--- config.mk ---
export PLATFORM = sky130hd
export DESIGN_NAME = suvr_top
export DESIGN_NICKNAME = d
export VERILOG_FILES = /design/src/core/suvr_pkg.sv /design/src/core/suvr_sync.sv /design/src/core/suvr_top.sv
export SDC_FILE = /design/constraint.sdc
export NUM_CORES = 1
export LEC_CHECK = 0
export ABC_AREA = 1
export BUFFER_PORTS_ARGS = -buffer_cell sky130_fd_sc_hd__buf_2
export CORE_MARGIN = 1.5
export CORE_UTILIZATION = 25
export CTS_BUF_LIST = sky130_fd_sc_hd__clkbuf_8
export CTS_CLUSTER_DIAMETER = 120
export DETAILED_ROUTE_END_ITERATION = 12
export PLACE_DENSITY = 0.62
export SYNTH_ARGS = -nofsm -noshare
export SYNTH_HDL_FRONTEND = slang
export SYNTH_SLANG_ARGS = --single-unit
--- constraint.sdc ---
create_clock -name CLK_SYS -period 1 [get_ports CLK_SYS]
set_clock_uncertainty 0.15 [all_clocks]
set_input_delay 0.05 -clock CLK_SYS [delete_from_list [all_inputs] [get_ports CLK_SYS]]
set_output_delay 0.05 -clock CLK_SYS [all_outputs]
set_load 0.01 [all_outputs]
--- src/core/suvr_pkg.sv ---
// Purpose: Shared constants for the supply undervoltage reset block.
// Assumes: AHB-Lite register access, 32-bit data, word-aligned registers.
// Notes:   Offsets are byte addresses.
package suvr_pkg;
	// ==========================================================
	// Register map
	localparam logic [11:0] SUVR_OFS_CONFIG = 12'h000; // First configuration
	localparam logic [11:0] SUVR_OFS_STATUS = 12'h004; // Supply monitor status
	localparam logic [11:0] SUVR_OFS_CAUSE  = 12'h008; // Reset cause (monitor trip)
	localparam logic [11:0] SUVR_OFS_MODE   = 12'h00C; // Low-power mode control
	// ==========================================================
	// Field positions in the configuration register
	localparam int SUVR_BIT_STOP_EN   = 0; // monitor_stop_enable
	localparam int SUVR_BIT_PWR_DIS   = 1; // monitor_power_disable
	localparam int SUVR_BIT_TRIP_SEL  = 2; // trip_level_select
	localparam int SUVR_BIT_RST_DIS   = 3; // monitor_reset_disable
	// Status flag position
	localparam int SUVR_BIT_FLAG      = 7; // undervoltage_flag
	// Mode register fields
	localparam int SUVR_BIT_WAIT      = 0;
	localparam int SUVR_BIT_STOP      = 1;
	// ==========================================================
	// Reset values
	localparam logic [7:0] SUVR_CONFIG_RST = 8'h00;
	localparam logic [7:0] SUVR_STATUS_RST = 8'h00;
	localparam logic [1:0] SUVR_MODE_RST   = 2'h0;
	// Synchroniser width, one bit per comparator decision
	localparam int SUVR_SYNC_STAGES = 2;
	// ==========================================================
	// Hysteresis state of the monitor
	typedef enum logic [1:0] {
		SUVR_ST_OK,
		SUVR_ST_TRIPPED
	} suvr_state_t;
endpackage : suvr_pkg

--- src/core/suvr_sync.sv ---
// Purpose: Two-flop level synchroniser for comparator decisions.
// Assumes: Inputs are asynchronous levels.
// Notes:   First stage is read only by the second stage.
`timescale 1ns/10ps
`default_nettype none
module suvr_sync
	import suvr_pkg::*;
#(
	parameter int WIDTH = 2
) (
	input  wire logic             clk,
	input  wire logic             rst,
	input  wire logic [WIDTH-1:0] d,
	output var  logic [WIDTH-1:0] q
);
	logic [WIDTH-1:0] meta;

	// ==========================================================
	// Two-stage capture
	always_ff @(posedge clk or posedge rst) begin
		if (rst) begin
			meta <= '0;
			q    <= '0;
		end else begin
			meta <= d;
			q    <= meta;
		end
	end
endmodule : suvr_sync
`default_nettype wire

--- src/core/suvr_top.sv ---
// Purpose: Digital control of a supply undervoltage monitor with reset.
// Assumes: Comparator decisions are asynchronous levels; AHB-Lite slave.
// Notes:   Configuration bits are fixed at zero; interrupt output tied low.
`timescale 1ns/10ps
`default_nettype none

// Overview of operation
// Monitor enabled immediately out of reset
// Power-disable bit fixed at zero
// Reset-disable bit fixed at zero
// Stop-enable bit fixed at zero
// Trip-select bit zero selects 3 V
// After power-on, 3 V trip configuration
// Four config bits in first configuration register
// Hold reset until supply above rising level
// Status flag follows comparator decision
// Monitor reset drives external reset pin low
// No polled-only mode; always forces reset
// Flag sets below falling level; writes ignored
// Any chip reset clears the flag
// Flag zero above rising, else held
// Monitor never raises an interrupt
// Active in wait; reset exits wait
// Active in stop; reset exits stop
// Stop exit restarts clocks, fetches reset vector
// Comparator inputs synchronised by two flops
// Monitor reset reported as distinct source
module suvr_top
	import suvr_pkg::*;
(
	input  wire logic        CLK_SYS,
	input  wire logic        RST,
	// Comparator decisions
	input  wire logic        BELOW_FALLING,
	input  wire logic        ABOVE_RISING,
	// AHB-Lite slave
	input  wire logic        HSEL,
	input  wire logic [11:0] HADDR,
	input  wire logic [1:0]  HTRANS,
	input  wire logic        HWRITE,
	input  wire logic [2:0]  HSIZE,
	input  wire logic [31:0] HWDATA,
	input  wire logic        HREADY,
	output var  logic [31:0] HRDATA,
	output logic             HREADYOUT,
	output logic             HRESP,
	// Reset and system interface
	output var  logic        CHIP_RESET_REQ,
	output var  logic        RESET_PIN_OUT,
	output var  logic        RESET_PIN_OE,
	output var  logic        MONITOR_RESET_SRC,
	output var  logic        CLOCK_RESTART,
	output var  logic        FETCH_RESET_VECTOR,
	output logic             TRIP_LEVEL_3V,
	output logic             MONITOR_ENABLE,
	output logic             IRQ_REQ
);
	// ==========================================================
	// Synchronised comparator decisions
	logic [1:0]  cmp_sync;
	logic        below_s;
	logic        above_s;

	suvr_sync #(.WIDTH(SUVR_SYNC_STAGES)) u_sync (
		.clk (CLK_SYS),
		.rst (RST),
		.d   ({ABOVE_RISING, BELOW_FALLING}),
		.q   (cmp_sync)
	);
	assign below_s = cmp_sync[0];
	assign above_s = cmp_sync[1];

	// ==========================================================
	// Fixed configuration register
	logic        stop_enable;
	logic        power_disable;
	logic        trip_select;
	logic        reset_disable;
	logic [7:0]  config_val;

	// All four bits are tied to zero; writes have no effect
	assign stop_enable   = 1'b0;
	assign power_disable = 1'b0;
	assign reset_disable = 1'b0;
	assign trip_select   = 1'b0;
	assign config_val = SUVR_CONFIG_RST
		| (8'(stop_enable)   << SUVR_BIT_STOP_EN)
		| (8'(power_disable) << SUVR_BIT_PWR_DIS)
		| (8'(trip_select)   << SUVR_BIT_TRIP_SEL)
		| (8'(reset_disable) << SUVR_BIT_RST_DIS);

	// Monitor runs from reset release with no software action
	assign MONITOR_ENABLE = ~power_disable;
	assign TRIP_LEVEL_3V  = ~trip_select;
	// No interrupt source exists in this block
	assign IRQ_REQ = 1'b0;

	// ==========================================================
	// Hysteresis state machine and flag
	suvr_state_t state;
	suvr_state_t next_state;
	logic        flag;
	logic        next_flag;
	logic        monitor_active;
	logic [1:0]  lp_mode;
	logic        in_stop;

	assign in_stop = lp_mode[SUVR_BIT_STOP];
	// Active in run, wait and stop; the stop bit does not gate it
	assign monitor_active = MONITOR_ENABLE
		& (~in_stop | ~stop_enable | stop_enable);

	// Trip on falling level, release only above rising level
	always_comb begin
		next_state = state;
		case (state)
			SUVR_ST_OK: begin
				if (monitor_active && below_s && !reset_disable)
					next_state = SUVR_ST_TRIPPED;
			end
			SUVR_ST_TRIPPED: begin
				if (above_s && !below_s)
					next_state = SUVR_ST_OK;
			end
			default: next_state = SUVR_ST_OK;
		endcase
	end

	// Flag: set below falling, clear above rising, else hold
	always_comb begin
		next_flag = flag;
		if (below_s)
			next_flag = 1'b1;
		else if (above_s)
			next_flag = 1'b0;
	end

	// State and flag registers; any chip reset clears the flag
	always_ff @(posedge CLK_SYS or posedge RST) begin
		if (RST) begin
			state <= SUVR_ST_OK;
			flag  <= 1'b0;
		end else begin
			state <= next_state;
			flag  <= next_flag;
		end
	end

	// ==========================================================
	// Reset outputs
	logic tripped;
	logic trip_rise;
	logic stop_exit;

	assign tripped   = (next_state == SUVR_ST_TRIPPED);
	assign trip_rise = tripped && (state == SUVR_ST_OK);
	assign stop_exit = trip_rise && (lp_mode != SUVR_MODE_RST);

	// Reset request, pin drive and reset-source report
	always_ff @(posedge CLK_SYS or posedge RST) begin
		if (RST) begin
			CHIP_RESET_REQ     <= 1'b0;
			RESET_PIN_OUT      <= 1'b1;
			RESET_PIN_OE       <= 1'b0;
			MONITOR_RESET_SRC  <= 1'b0;
			CLOCK_RESTART      <= 1'b0;
			FETCH_RESET_VECTOR <= 1'b0;
		end else begin
			CHIP_RESET_REQ     <= tripped;
			RESET_PIN_OUT      <= 1'b0;
			RESET_PIN_OE       <= tripped;
			MONITOR_RESET_SRC  <= tripped;
			CLOCK_RESTART      <= stop_exit;
			FETCH_RESET_VECTOR <= trip_rise;
		end
	end

	// ==========================================================
	// AHB-Lite slave: zero-wait, always OKAY
	logic        ap_valid;
	logic        dp_write;
	logic [11:0] dp_addr;
	logic [31:0] rd_mux;

	assign ap_valid  = HSEL & HREADY & HTRANS[1];
	assign HREADYOUT = 1'b1;
	assign HRESP     = 1'b0;

	// Register address phase
	always_ff @(posedge CLK_SYS or posedge RST) begin
		if (RST) begin
			dp_write <= 1'b0;
			dp_addr  <= 12'h000;
		end else begin
			dp_write <= ap_valid & HWRITE;
			dp_addr  <= HADDR;
		end
	end

	// Mode register: software marks wait or stop entry
	always_ff @(posedge CLK_SYS or posedge RST) begin
		if (RST)
			lp_mode <= SUVR_MODE_RST;
		else if (tripped)
			lp_mode <= SUVR_MODE_RST;
		else if (dp_write && dp_addr == SUVR_OFS_MODE)
			lp_mode <= HWDATA[1:0];
	end

	// Read multiplexer on the address-phase address; next flag and trip values
	// are used so those bits match the state once the capturing edge is past
	assign rd_mux =
		(HADDR == SUVR_OFS_CONFIG) ? {24'h000000, config_val} :
		(HADDR == SUVR_OFS_STATUS) ? {24'h000000, next_flag, 7'h00} :
		(HADDR == SUVR_OFS_CAUSE)  ? {31'h00000000, tripped} :
		(HADDR == SUVR_OFS_MODE)   ? {30'h00000000, lp_mode} :
		32'h00000000;

	// Read data is registered at the address-phase edge
	always_ff @(posedge CLK_SYS or posedge RST) begin
		if (RST)
			HRDATA <= 32'h00000000;
		else if (ap_valid && !HWRITE)
			HRDATA <= rd_mux;
	end

	// ==========================================================
	// Checks
	property p_hold;
		@(posedge CLK_SYS) disable iff (RST)
		(state == SUVR_ST_TRIPPED && !above_s) |=> CHIP_RESET_REQ;
	endproperty
	a_hold: assert property (p_hold) else $error("reset released early");

	property p_pin;
		@(posedge CLK_SYS) disable iff (RST)
		CHIP_RESET_REQ |-> (RESET_PIN_OE && !RESET_PIN_OUT);
	endproperty
	a_pin: assert property (p_pin) else $error("pin not low in reset");

	property p_set;
		@(posedge CLK_SYS) disable iff (RST)
		below_s |=> flag;
	endproperty
	a_set: assert property (p_set) else $error("flag not set");

	property p_clr;
		@(posedge CLK_SYS) disable iff (RST)
		(above_s && !below_s) |=> !flag;
	endproperty
	a_clr: assert property (p_clr) else $error("flag not cleared");

	property p_keep;
		@(posedge CLK_SYS) disable iff (RST)
		(!above_s && !below_s) |=> (flag == $past(flag));
	endproperty
	a_keep: assert property (p_keep) else $error("flag not held");

	property p_trip;
		@(posedge CLK_SYS) disable iff (RST)
		(state == SUVR_ST_OK && below_s) |=> (CHIP_RESET_REQ && MONITOR_RESET_SRC);
	endproperty
	a_trip: assert property (p_trip) else $error("no reset on trip");

	property p_irq;
		@(posedge CLK_SYS) disable iff (RST)
		!IRQ_REQ;
	endproperty
	a_irq: assert property (p_irq) else $error("interrupt raised");

	property p_cfg;
		@(posedge CLK_SYS) disable iff (RST)
		(config_val[3:0] == 4'h0) && MONITOR_ENABLE && TRIP_LEVEL_3V;
	endproperty
	a_cfg: assert property (p_cfg) else $error("config not fixed");

	property p_vec;
		@(posedge CLK_SYS) disable iff (RST)
		$rose(CHIP_RESET_REQ) |-> FETCH_RESET_VECTOR;
	endproperty
	a_vec: assert property (p_vec) else $error("no vector fetch");

	property p_release;
		@(posedge CLK_SYS) disable iff (RST)
		(state == SUVR_ST_TRIPPED && above_s && !below_s) |=> !CHIP_RESET_REQ;
	endproperty
	a_release: assert property (p_release) else $error("reset held");

	property p_restart;
		@(posedge CLK_SYS) disable iff (RST)
		CLOCK_RESTART |-> $rose(CHIP_RESET_REQ);
	endproperty
	a_restart: assert property (p_restart) else $error("stray restart");

	property p_mode;
		@(posedge CLK_SYS) disable iff (RST)
		CHIP_RESET_REQ |-> (lp_mode == SUVR_MODE_RST);
	endproperty
	a_mode: assert property (p_mode) else $error("mode kept in reset");

	property p_once;
		@(posedge CLK_SYS) disable iff (RST)
		FETCH_RESET_VECTOR |=> !FETCH_RESET_VECTOR;
	endproperty
	a_once: assert property (p_once) else $error("fetch repeated");
endmodule : suvr_top
`default_nettype wire

==> summary.txt, run 1 <==
Setup path
  • Worst reg2reg path startpoint: dp_addr[0]$_DFF_PP0_
  • Critical Path Start Type: flop
  • CP endpoint kind: flop
  • CP required: 1.01 ns
  • Crit path capture: lp_mode[0]$_DFFE_PP0P_
  • Reg2reg path depth: 5
  • Crit path DAT: 1.23 ns
  • Crit. Startpoint: dp_addr[0]$_DFF_PP0_
  • Setup CP Type: reg2reg
  • Crit-path max FO: 4
  • R2R Path End: lp_mode[0]$_DFFE_PP0P_
  • Flop-to-flop setup slack: -0.22 ns

Yosys
  • Main flop type after synthesis: dfrtp_1
  • Sequential fraction of the synthesis area: 56.8%
  • Ys async rst share: 100%
  • Largest cells by area after synthesis: dfrtp_1, buf_4, nor2_1
  • Number of flops mapped to enable cells by yosys: 0
  • Most frequent cell after synthesis: buf_4
  • Count of different cell masters after synthesis: 14
  • Synth top cells by count: buf_4, dfrtp_1, nor2_1
  • Area leader, netlist: dfrtp_1
  • Top cell type's share of synthesized area: between 50% and 60%
  • Yosys reg bits: 29
  • Synth Warn #: 0
  • Mapped Area: 1280 µm²
  • Cells after Synth: between 100 and 150
  • Synthesized area per cell: 9.62 µm²

Clocking
  • Clock tree buffer depth: 2
  • TritonCTS Buffers: 5
  • CTS H-tree lvls: 2
  • CTS tree: done
  • CTS root buf: clkbuf_8
  • Clk_lat worst skew: 0.27 ns
  • Clock Sinks: 29
  • Worst-path clk slew: 0.06 ns

Route
  • Vias: 901
  • # DRC: 0
  • First drt pass iteration count: 4
  • Post-Route WL: 2170 µm
  • WL per Instance: 8.34 µm
  • Initial drt markers: 23
  • Final ANT Viol Nets: 0
  • Vias per std cell: approximately 3.5

GRT
  • Global-route usage over all layers: 8.92%
  • GRT overflow: 0
  • Pin count of the biggest net entering global routing: 30
  • Grt met1 use: 10.2%
  • First-pass GRT wire length: about 3600 µm
  • Gr busiest metal: met2
  • Vias in the first global route: 790
  • Met2 usage: 13.5%
  • GRT met3 Usage: 4.61%
  • Initial antenna violation count: 0

Layout
  • Area Overhead vs Synth: 35.6%
  • Layout cells sized above 1: 26.9%
  • Layout Nets: 248
  • Storage cell area: 727 µm²
  • Fillcell total: 516
  • Design Area, Final: 1740 µm²
  • Antenna Cells: 0
  • Multi-input logic area: roughly 400 µm²

STA
  • Worst setup margin: -0.216 ns
  • Hold slack: approximately 0.025 ns
  • FMAX: 822 MHz
  • Post-layout min period: 1.22 ns
  • RSZ-0062 raised after global routing: true
  • Final hold vios: 0
  • Crit share post-route: 122%
  • Slew Viols, Final: 0
  • # setup viols final: 7

Power and ir drop
  • Pleak: slightly above 0.9 nW
  • Pwr dens: 1410 nW/µm²
  • VDD IR max: 0.673 mV

Floorplanning
  • Horiz. Die Dim: 74.6 µm
  • DIE AREA: 5560 µm²
  • Row Count: 25
  • # IOs: 99
  • Starting density of the core: 26.6%
  • Die Ht: 74.6 µm
  • Core ar.: 4820 µm²

Run status
  • Outcome: complete, but fails checks
  • Failing checks: setup timing

Placed design
  • I/O Buffers: 30
  • Worst slack at placement: -0.208 ns
  • Detail Placement HPWL: 1520 µm
  • Post-DP Area: 1410 µm²
  • RePlAce Congestion: about 0.7

Run
  • Number of max-cap violations: 0

Hold path
  • Worst Hold Class: in2reg
==> power by group <==
group	switching, mW	internal [mW]	total, mW	leakage (nW)
registers	0.0183	1.22	1.24	0.355
logic	0.154	0.125	0.279	0.503
clock network	0.393	0.538	0.931	0.0538
==> sequential cells by signal, indices dropped and copies added, names as in the netlist <==
name                cells
dp_addr                12
HRDATA                  3
lp_mode                 2
state                   2
u_sync.meta             2
u_sync.q                2
CLOCK_RESTART           1
FETCH_RESET_VECTOR      1
MONITOR_RESET_SRC       1
RESET_PIN_OUT           1
dp_write                1
flag                    1
==> layer usage <==
| metal | share of wire [%] | vias to the layer above |
|---|---|---|
| met5 | 0 | - |
| met1 | 40 | 412 |
| met2 | 50 | 33 |
| met4 | 2.2 | 0 |
| met3 | 8.4 | 6 |
| li1 | - | 450 |
==> placed cells by master, fill, tap and decap left out, types with 2 or more instances in the layout <==
cell type / Yosys / layout
nand2_1: 20 / 17
buf_2: 0 / 29
nor2_1: 22 / 19
clkbuf_8: 0 / 6
buf_4: 36 / 4
conb_1: 2 / 36
inv_1: 10 / 10
dfrtp_1: 28 / 28
dlygate4sd3_1: 0 / 19
nand3_1: 7 / 7
nor2_2: 0 / 2
inv_2: 0 / 2
nand2_2: 0 / 3
==> per-stage QoR <==
| stage | std cells | util, % | total power [mW] | TNS (ns) |
|---|---|---|---|---|
| after global routing | 260 | 36.0 | 2.59 | -1.38 |
| after floorplan | 167 | - | 1.48 | -0.214 |
| final | 260 | 36.0 | 2.45 | -0.734 |
| after CTS | 258 | 35.2 | 2.48 | -1.06 |
| after global placement | 231 | 29.2 | 1.46 | -0.554 |
| after detailed placement | 231 | 29.2 | 1.47 | -0.604 |
==> critical path: stages, from the launching register on <==
cell	delay, ns
dfrtp_1	0.35
or2_1	0.23
nor2_1	0.11
nand2_1	0.10
nor2_1	0.12
nor2_1	0.05
==> timing repair <==
action | CTS | global route
endpoints found under the setup margin | 12 | 13
gates cloned | 0 | 0
pin swaps | 1 | 5
hold endpoints to repair | 47 | 2
setup buffers | 0 | 2
hold buffers | 19 | 1
resized for setup | 3 | 12
==> layout make-up <==
type	count	share of cell area, %
Clock inverter	2	0.433
Tap cell	67	4.83
Timing Repair Buffer	54	22.9
Clock buffer	6	4.76
Sequential cell	29	41.9
Inverter	10	2.16
Multi-Input combinational cell	92	23.1
==> worst min-delay path by stage <==
| stage | cells past startpoint | startpoint | to | slack (ns) |
|---|---|---|---|---|
| floorplan | 0 | HADDR[0] | dp_addr[0]$_DFF_PP0_ | -0.07 |
| global placement | 3 | RST | MONITOR_RESET_SRC$_DFF_PP0_ | -0.04 |
| detailed placement | 3 | RST | MONITOR_RESET_SRC$_DFF_PP0_ | -0.05 |
| CTS | 5 | HREADY | HRDATA[0]$_DFFE_PP0P_ | -0.001 |
| global route | 5 | HADDR[2] | HRDATA[7]$_DFFE_PP0P_ | 0.06 |
| finish | 5 | HADDR[2] | HRDATA[7]$_DFFE_PP0P_ | 0.03 |
==> cell families after synthesis <==
family                 synth area share [%]
AO/OA/AOI/OAI                          1.96
buffers and inverters                  24.0
AND/OR/NAND/NOR                        16.6
flip-flops                             56.8
other                                 0.587
(Power assumes the default switching activity.)
==> inputs of run 2 (changes only) <==
--- a/config.mk
+++ b/config.mk
@@ -5,7 +5,7 @@
 export SDC_FILE = /design/constraint.sdc
 export NUM_CORES = 1
 export LEC_CHECK = 0
-export ABC_AREA = 1
+export ABC_AREA = 0
 export BUFFER_PORTS_ARGS = -buffer_cell sky130_fd_sc_hd__buf_2
 export CORE_MARGIN = 1.5
 export CORE_UTILIZATION = 25
==> run 2 against run 1 <==
Sequential power about the same. The flow still finishes with violations (setup timing). Via count down 11%. Register-to-register slack lost 0.16 ns. Combinational power up 2%. Total power fell by 0.81%. Largest power group unchanged. Worst setup slack got worse by 0.20 ns. Synthesized cell count fell by 24%. Highest routed layer unchanged.
==> summary.txt, run 2 <==
Layout
  • Area Overhead vs Synth: 41.3%
  • Antenna Cells: 0 (unchanged)
  • Max reg flops: 12 (unchanged)
  • Layout Nets: 218 (-12%)
  • Layout Cells excl Fill: 230 (-12%)
  • Most common cell after layout, fill and taps aside: conb_1
  • Layout cells sized above 1: 33.7% (+6.8 points)
  • Fillcell total: 486 (-5.8%)
  • Storage cell area: 727 µm² (unchanged)
  • Largest reg by FF count: dp_addr
  • Most frequent cells in the layout: conb_1, dfrtp_1, buf_2, dlygate4sd3_1, clkbuf_8
  • Multi-input logic area: 403 µm² (+0.62%)
  • Design Area, Final: 1740 µm² (+0.43%)
  • Biggest registers after layout: dp_addr: 12 flops, HRDATA: 3 flops

Yosys
  • Most frequent cell after synthesis: buf_4
  • Cells after Synth: 101 (-24%)
  • Largest cells by area after synthesis: dfrtp_1, buf_4, mux2i_1
  • Top cell type's share of synthesized area: 56.8% (+2.1 points)
  • Number of flops mapped to enable cells by yosys: 0 (unchanged)
  • Synth top cells by count: buf_4, dfrtp_1, nand2_1
  • Ys async rst share: 100% (unchanged)
  • Synth Warn #: 0 (unchanged)
  • Area leader, netlist: dfrtp_1
  • Sequential fraction of the synthesis area: 58.9% (+2.1 points)
  • Yosys reg bits: 29 (unchanged)
  • Synthesized area per cell: 12.2 µm² (+27%)
  • Main flop type after synthesis: dfrtp_1
  • Count of different cell masters after synthesis: 25 (+11)
  • Mapped Area: 1230 µm² (-3.6%)

Placed design
  • I/O Buffers: 30 (unchanged)
  • Detail Placement HPWL: 1600 µm (+5.1%)
  • RePlAce Congestion: 0.736 (+4.1%)
  • Post-DP Area: 1370 µm² (-2.8%)
  • Placed Instances: 199 (-14%)

Clocking
  • CTS H-tree lvls: 2 (unchanged)
  • TritonCTS Buffers: 5 (unchanged)
  • Clock tree buffer depth: 2 (unchanged)
  • Worst-path clk slew: 0.06 ns (about the same)
  • Clock Sinks: 29 (unchanged)
  • CTS tree: done
  • Clk_lat worst skew: 0.28 ns (about the same)
  • CTS root buf: clkbuf_8

Power and ir drop
  • VDD IR max: 0.771 mV (+15%)
  • Pwr dens: 1400 nW/µm² (-1.2%)
  • Pleak: 0.871 nW (-4.5%)

Floorplanning
  • Horiz. Die Dim: 73.2 µm (-1.8%)
  • DIE AREA: 5360 µm² (-3.5%)
  • Core ar.: 4720 µm² (-1.9%)
  • # IOs: 99 (unchanged)
  • Row Count: 25 (unchanged)
  • Starting density of the core: 26.1% (-0.45 points)
  • Die Ht: 73.2 µm (-1.8%)

Route
  • First drt pass iteration count: 2 (-2)
  • Final ANT Viol Nets: 0 (unchanged)
  • Post-Route WL: 2430 µm (+12%)
  • Initial drt markers: 12 (-48%)
  • WL per Instance: 10.5 µm (+26%)
  • Vias per std cell: 3.50 (+1.0%)
  • # DRC: 0 (unchanged)
  • Vias: 805 (-11%)

Setup path
  • Crit-path cells: buf_2 > dlygate4sd3_1 > nor4_4 > buf_4 > nand4_1 > o21ai_1
  • CP required: 1.06 ns (+0.05 ns)
  • Critical Path Start Type: input port
  • Crit-path max FO: 2 (-2)
  • CP max stage cell: dlygate4sd3_1
  • Crit path largest cell delay: 0.61 ns (+0.26 ns)
  • CP endpoint kind: flop
  • Setup CP Type: in2reg
  • Crit path DAT: 1.47 ns (+0.24 ns)
  • Worst Path Buf+Inv: 3 (+3)
  • Top delay family on crit path: buffers and inverters

STA
  • Worst setup margin: -0.413 ns (-0.197 ns)
  • Final hold vios: 0 (unchanged)
  • Post-layout min period: 1.41 ns (+0.197 ns)
  • Hold slack: 0.0195 ns (-0.00580 ns)
  • RSZ-0062 raised after global routing: true
  • # setup viols final: 11 (+4)
  • Slew Viols, Final: 0 (unchanged)
  • Crit share post-route: 141% (+20 points)
  • FMAX: 708 MHz (-14%)

GRT
  • Initial antenna violation count: 0 (unchanged)
  • First-pass GRT wire length: 3880 µm (+8.9%)
  • Vias in the first global route: 834 (+5.6%)
  • Pin count of the biggest net entering global routing: 30 (unchanged)
  • Global-route usage over all layers: 10.6% (+1.7 points)
  • GRT overflow: 0 (unchanged)

Run status
  • Outcome: complete, but fails checks
  • Failing checks: setup timing

Run
  • Number of max-cap violations: 0 (unchanged)

Hold path
  • Worst Hold Class: in2reg
## run 2: cell type report
type / count / area share (%)
well taps: 67 / 4.81
inverters: 3 / 0.646
flip-flops and latches: 29 / 41.7
clock inverters: 3 / 0.790
clock buffers: 5 / 3.95
multi-input cells: 67 / 23.1
repair buffers: 56 / 25.0
## run 2: per-layer routing
metal	track usage (%)	part of all wire (%)	vias to the layer above
li1	-	-	381
met1	11.5	40	380
met2	16.9	51	40
met3	5.80	7.4	4
met4	5.03	1.4	0
met5	0	0	-
## run 2: worst reg2reg max path, stage by stage, from the launching register on
cell	delay [ns]
dfrtp_1	0.37
nor4bb_2	0.28
nand4_1	0.22
mux2i_1	0.20
nor2_1	0.05
## run 2: through the flow
step           setup WS [ns]  utilization [%]  total power [mW]  setup TNS (ns)
2_1_floorplan         -0.253                -              1.47           -1.12
3_3_place_gp          -0.443             28.9              1.46           -2.13
3_5_place_dp          -0.527             28.9              1.46           -2.32
4_1_cts               -0.400             36.4              2.46           -2.11
5_1_grt               -0.500             36.9              2.57           -2.95
6_report              -0.413             36.9              2.43           -2.14
## run 2: path summary, 6_finish.rpt
check / from / to / slack [ns] / cells after the start
worst max-delay path: HADDR[6] / HRDATA[7]$_DFFE_PP0P_ / -0.41 / 6
worst min-delay path: HADDR[0] / HRDATA[7]$_DFFE_PP0P_ / 0.02 / 5
worst max register to register: dp_addr[1]$_DFF_PP0_ / lp_mode[1]$_DFFE_PP0P_ / -0.38 / 4
worst min register to register: u_sync.meta[0]$_DFF_PP0_ / u_sync.q[0]$_DFF_PP0_ / 0.20 / 0
max in group asynchronous: RST / RESET_PIN_OUT$_DFF_PP1_ / 0.26 / 4
min in group asynchronous: RST / dp_write$_DFF_PP0_ / 0.20 / 4
## run 2: logic make-up after synthesis
| logic type | Yosys count | share of synthesized area [%] |
|---|---|---|
| flip-flops | 29 | 58.9 |
| multiplexers | 3 | 2.43 |
| buffers and inverters | 39 | 22.8 |
| other | 2 | 0.609 |
| AND/OR/NAND/NOR | 21 | 11.8 |
| AO/OA/AOI/OAI | 7 | 3.45 |
## run 2: where the power goes
group / internal (mW) / total (mW) / switching, mW / leakage, nW
combinational: 0.131 / 0.284 / 0.153 / 0.466
sequential: 1.22 / 1.24 / 0.0208 / 0.356
clock: 0.470 / 0.905 / 0.435 / 0.0491
## run 2: what timing repair did
| action | 4_1_cts | 5_1_grt |
|---|---|---|
| cloned | 0 | 0 |
| pin swaps | 7 | 4 |
| hold endpoints to repair | 49 | 9 |
| gates resized for setup | 11 | 3 |
| setup buffers | 2 | 1 |
| hold buffers | 21 | 6 |
| endpoints found under the setup margin | 15 | 17 |
==> inputs of run 3 (changes only) <==
--- a/config.mk
+++ b/config.mk
@@ -16,3 +16,4 @@
 export SYNTH_ARGS = -nofsm -noshare
 export SYNTH_HDL_FRONTEND = slang
 export SYNTH_SLANG_ARGS = --single-unit
+export TNS_END_PERCENT = 10
==> run 3 against run 2 <==
The run ends with hold timing, setup timing left. Via count fell by 0.37%. Utilization rose by 0.16 points. Total power rose by 6.0%. Wire length fell by 5.8%. First-iteration DRC count fell by 17%. Global-route usage fell by 1.0 points. Critical path type is now reg2reg. Critical endpoint is now lp_mode[0]$_DFFE_PP0P_.
==> summary.txt, run 3 (synthesis results as in run 2) <==
Run status
  • Outcome: complete, but fails checks
  • Failing checks: hold timing, setup timing

Route
  • Vias: 802 (-0.37%)
  • First drt pass iteration count: 4 (+2)
  • Initial drt markers: 10 (-2)
  • Final ANT Viol Nets: 0 (unchanged)
  • Post-Route WL: 2290 µm (-5.8%)
  • WL per Instance: 9.81 µm (-7.0%)
  • Vias per std cell: 3.44 (-1.7%)
  • # DRC: 0 (unchanged)

Floorplanning
  • Starting density of the core: 26.1% (unchanged)
  • Horiz. Die Dim: 73.2 µm (unchanged)
  • Core ar.: 4720 µm² (unchanged)
  • Row Count: 25 (unchanged)
  • Die Ht: 73.2 µm (unchanged)
  • DIE AREA: 5360 µm² (unchanged)
  • # IOs: 99 (unchanged)

STA
  • FMAX: 730 MHz (+3.1%)
  • RSZ-0062 raised after global routing: true
  • Setup TNS: -1.38 ns (+0.765 ns)
  • # setup viols final: 12 (+1)
  • Post-layout min period: 1.37 ns (-0.0430 ns)
  • Final hold vios: 5 (+5)
  • Worst setup margin: -0.370 ns (+0.0430 ns)
  • Crit share post-route: 137% (-4.3 points)
  • Hold slack: -0.229 ns (-0.249 ns)
  • Slew Viols, Final: 0 (unchanged)

Setup path
  • Flop-to-flop setup slack: -0.37 ns (about the same)
  • Setup CP Type: reg2reg
  • CP required: 1.02 ns (-0.04 ns)
  • Critical Path Start Type: flop
  • Crit-path max FO: 2 (unchanged)
  • Crit-path cells: nor4bb_1 > nand4_1 > mux2i_1 > nor2_1
  • Worst reg2reg path startpoint: dp_addr[1]$_DFF_PP0_
  • Crit path DAT: 1.39 ns (-0.08 ns)
  • CP endpoint kind: flop
  • Reg2reg path depth: 4 (unchanged)
  • Crit path largest cell delay: 0.36 ns (-0.25 ns)
  • R2R Path End: lp_mode[0]$_DFFE_PP0P_
  • CP max stage cell: dfrtp_1

Hold path
  • WHS Endpoint: dp_addr[4]$_DFF_PP0_
  • Worst Hold Class: in2reg
  • Worst Hold Depth: 1 (-4)
  • Worst hold start: HADDR[4]

GRT
  • First-pass GRT wire length: 3620 µm (-6.9%)
  • Initial antenna violation count: 0 (unchanged)
  • Global-route usage over all layers: 9.59% (-1.0 points)
  • Pin count of the biggest net entering global routing: 30 (unchanged)
  • Vias in the first global route: 752 (-9.8%)
  • GRT overflow: 0 (unchanged)

Layout
  • Area Overhead vs Synth: 41.9%
  • Layout Nets: 221 (+1.4%)
  • Layout cells sized above 1: 34.9% (+1.2 points)
  • Biggest registers after layout: dp_addr: 12 flops, HRDATA: 3 flops
  • Largest reg by FF count: dp_addr
  • Most common cell after layout, fill and taps aside: conb_1
  • Antenna Cells: 0 (unchanged)
  • Most frequent cells in the layout: conb_1, buf_2, dfrtp_1, dlygate4sd3_1, clkbuf_8
  • Fillcell total: 460 (-5.3%)
  • Max reg flops: 12 (unchanged)

Clocking
  • Worst-path clk slew: 0.06 ns (about the same)
  • Clock Sinks: 29 (unchanged)
  • CTS H-tree lvls: 2 (unchanged)
  • CTS tree: done
  • CTS root buf: clkbuf_8
  • Total setup buffers inserted after CTS: 0 (-2)
  • Clock tree buffer depth: 2 (unchanged)
  • Clk_lat worst skew: 0.27 ns (about the same)
  • TritonCTS Buffers: 5 (unchanged)

Power and ir drop
  • Sequential Power Share: 48.2% (-2.9 points)
  • P_sw: 599 µW (-1.7%)
  • VDD IR max: 1.00 mV (+30%)
  • Combinational share of power: 11.5% (-0.2 points)
  • Pleak: 0.882 nW (+1.3%)
  • Sw Ratio: 23.2% (-1.8 points)
  • Cell Int Power: 1.98 mW (+8.6%)
  • Pwr Total: 2.58 mW (+6.0%)
  • Pwr dens: 1470 nW/µm² (+5.6%)
  • Clock power share: 40.3% (+3.1 points)

Placed design
  • RePlAce Congestion: 0.668 (-9.3%)
  • I/O Buffers: 30 (unchanged)
  • Detail Placement HPWL: 1490 µm (-6.8%)
  • Worst slack at placement: -0.506 ns (+0.0211 ns)

Run
  • Number of max-cap violations: 0 (unchanged)
## run 3: cell types whose count changed in the layout (fill, tap and decap cells not counted), sizes merged
cell         change
dlygate4sd3      -2
clkbuf           +2
clkinv           -1
inv              -1
buf              +5
## run 3: critical path, delay by kind of cell (launching register included)
kind / cells / cell delay [ns]
DFF: 1 / 0.36
muxes: 1 / 0.20
and+or+nand+nor: 3 / 0.55
## run 3: area by class of cell
class / count / area (µm²) / area share, %
Clock buffer: 7 / 96.3 / 5.50
Clock inverter: 1 / 5.00 / 0.286
Inverter: 3 / 11.3 / 0.643
Multi-Input combinational cell: 67 / 399 / 22.8
Sequential cell: 29 / 727 / 41.5
Tap cell: 67 / 83.8 / 4.79
Timing Repair Buffer: 59 / 428 / 24.4
## run 3: how the worst max path moves through the flow
stage / from / to / slack (ns) / cells after the start
finish: dp_addr[1]$_DFF_PP0_ / lp_mode[0]$_DFFE_PP0P_ / -0.37 / 4
floorplan: HADDR[11] / HRDATA[0]$_DFFE_PP0P_ / -0.25 / 4
global placement: HADDR[11] / HRDATA[1]$_DFFE_PP0P_ / -0.45 / 5
CTS: dp_addr[1]$_DFF_PP0_ / lp_mode[0]$_DFFE_PP0P_ / -0.37 / 4
global route: dp_addr[1]$_DFF_PP0_ / lp_mode[0]$_DFFE_PP0P_ / -0.43 / 4
detailed placement: HADDR[11] / HRDATA[1]$_DFFE_PP0P_ / -0.51 / 5
## run 3: power by group through the flow
stage	registers, mW	logic [mW]	clock network, mW
CTS	1.24	0.282	1.07
global route	1.25	0.332	1.14
detailed placement	1.26	0.211	0
finish	1.24	0.297	1.04
floorplan	1.26	0.208	0
global placement	1.26	0.208	0
## run 3: per-layer routing
layer | routed length (µm) | up-vias | global-route usage [%]
li1 | - | 387 | -
met1 | 905 | 371 | 10.7
met2 | 1210 | 42 | 15.7
met3 | 160 | 2 | 4.28
met4 | 12 | 0 | 4.40
met5 | 0 | - | 0
## run 3: per-stage QoR
stage               cell area [µm²]  std cells  utilization (%)
detailed placement             1390        202             29.4
CTS                            1720        229             36.4
floorplan                      1370        135                -
global placement               1390        202             29.4
finish                         1750        233             37.1
global route                   1750        233             37.1
## run 3: timing repair
| item | 4_1_cts | 5_1_grt |
|---|---|---|
| resized for setup | 8 | 7 |
| pin swaps | 3 | 2 |
| endpoints found under the setup margin | 15 | 15 |
| hold buffers | 19 | 4 |
| hold endpoints to repair | 49 | 7 |
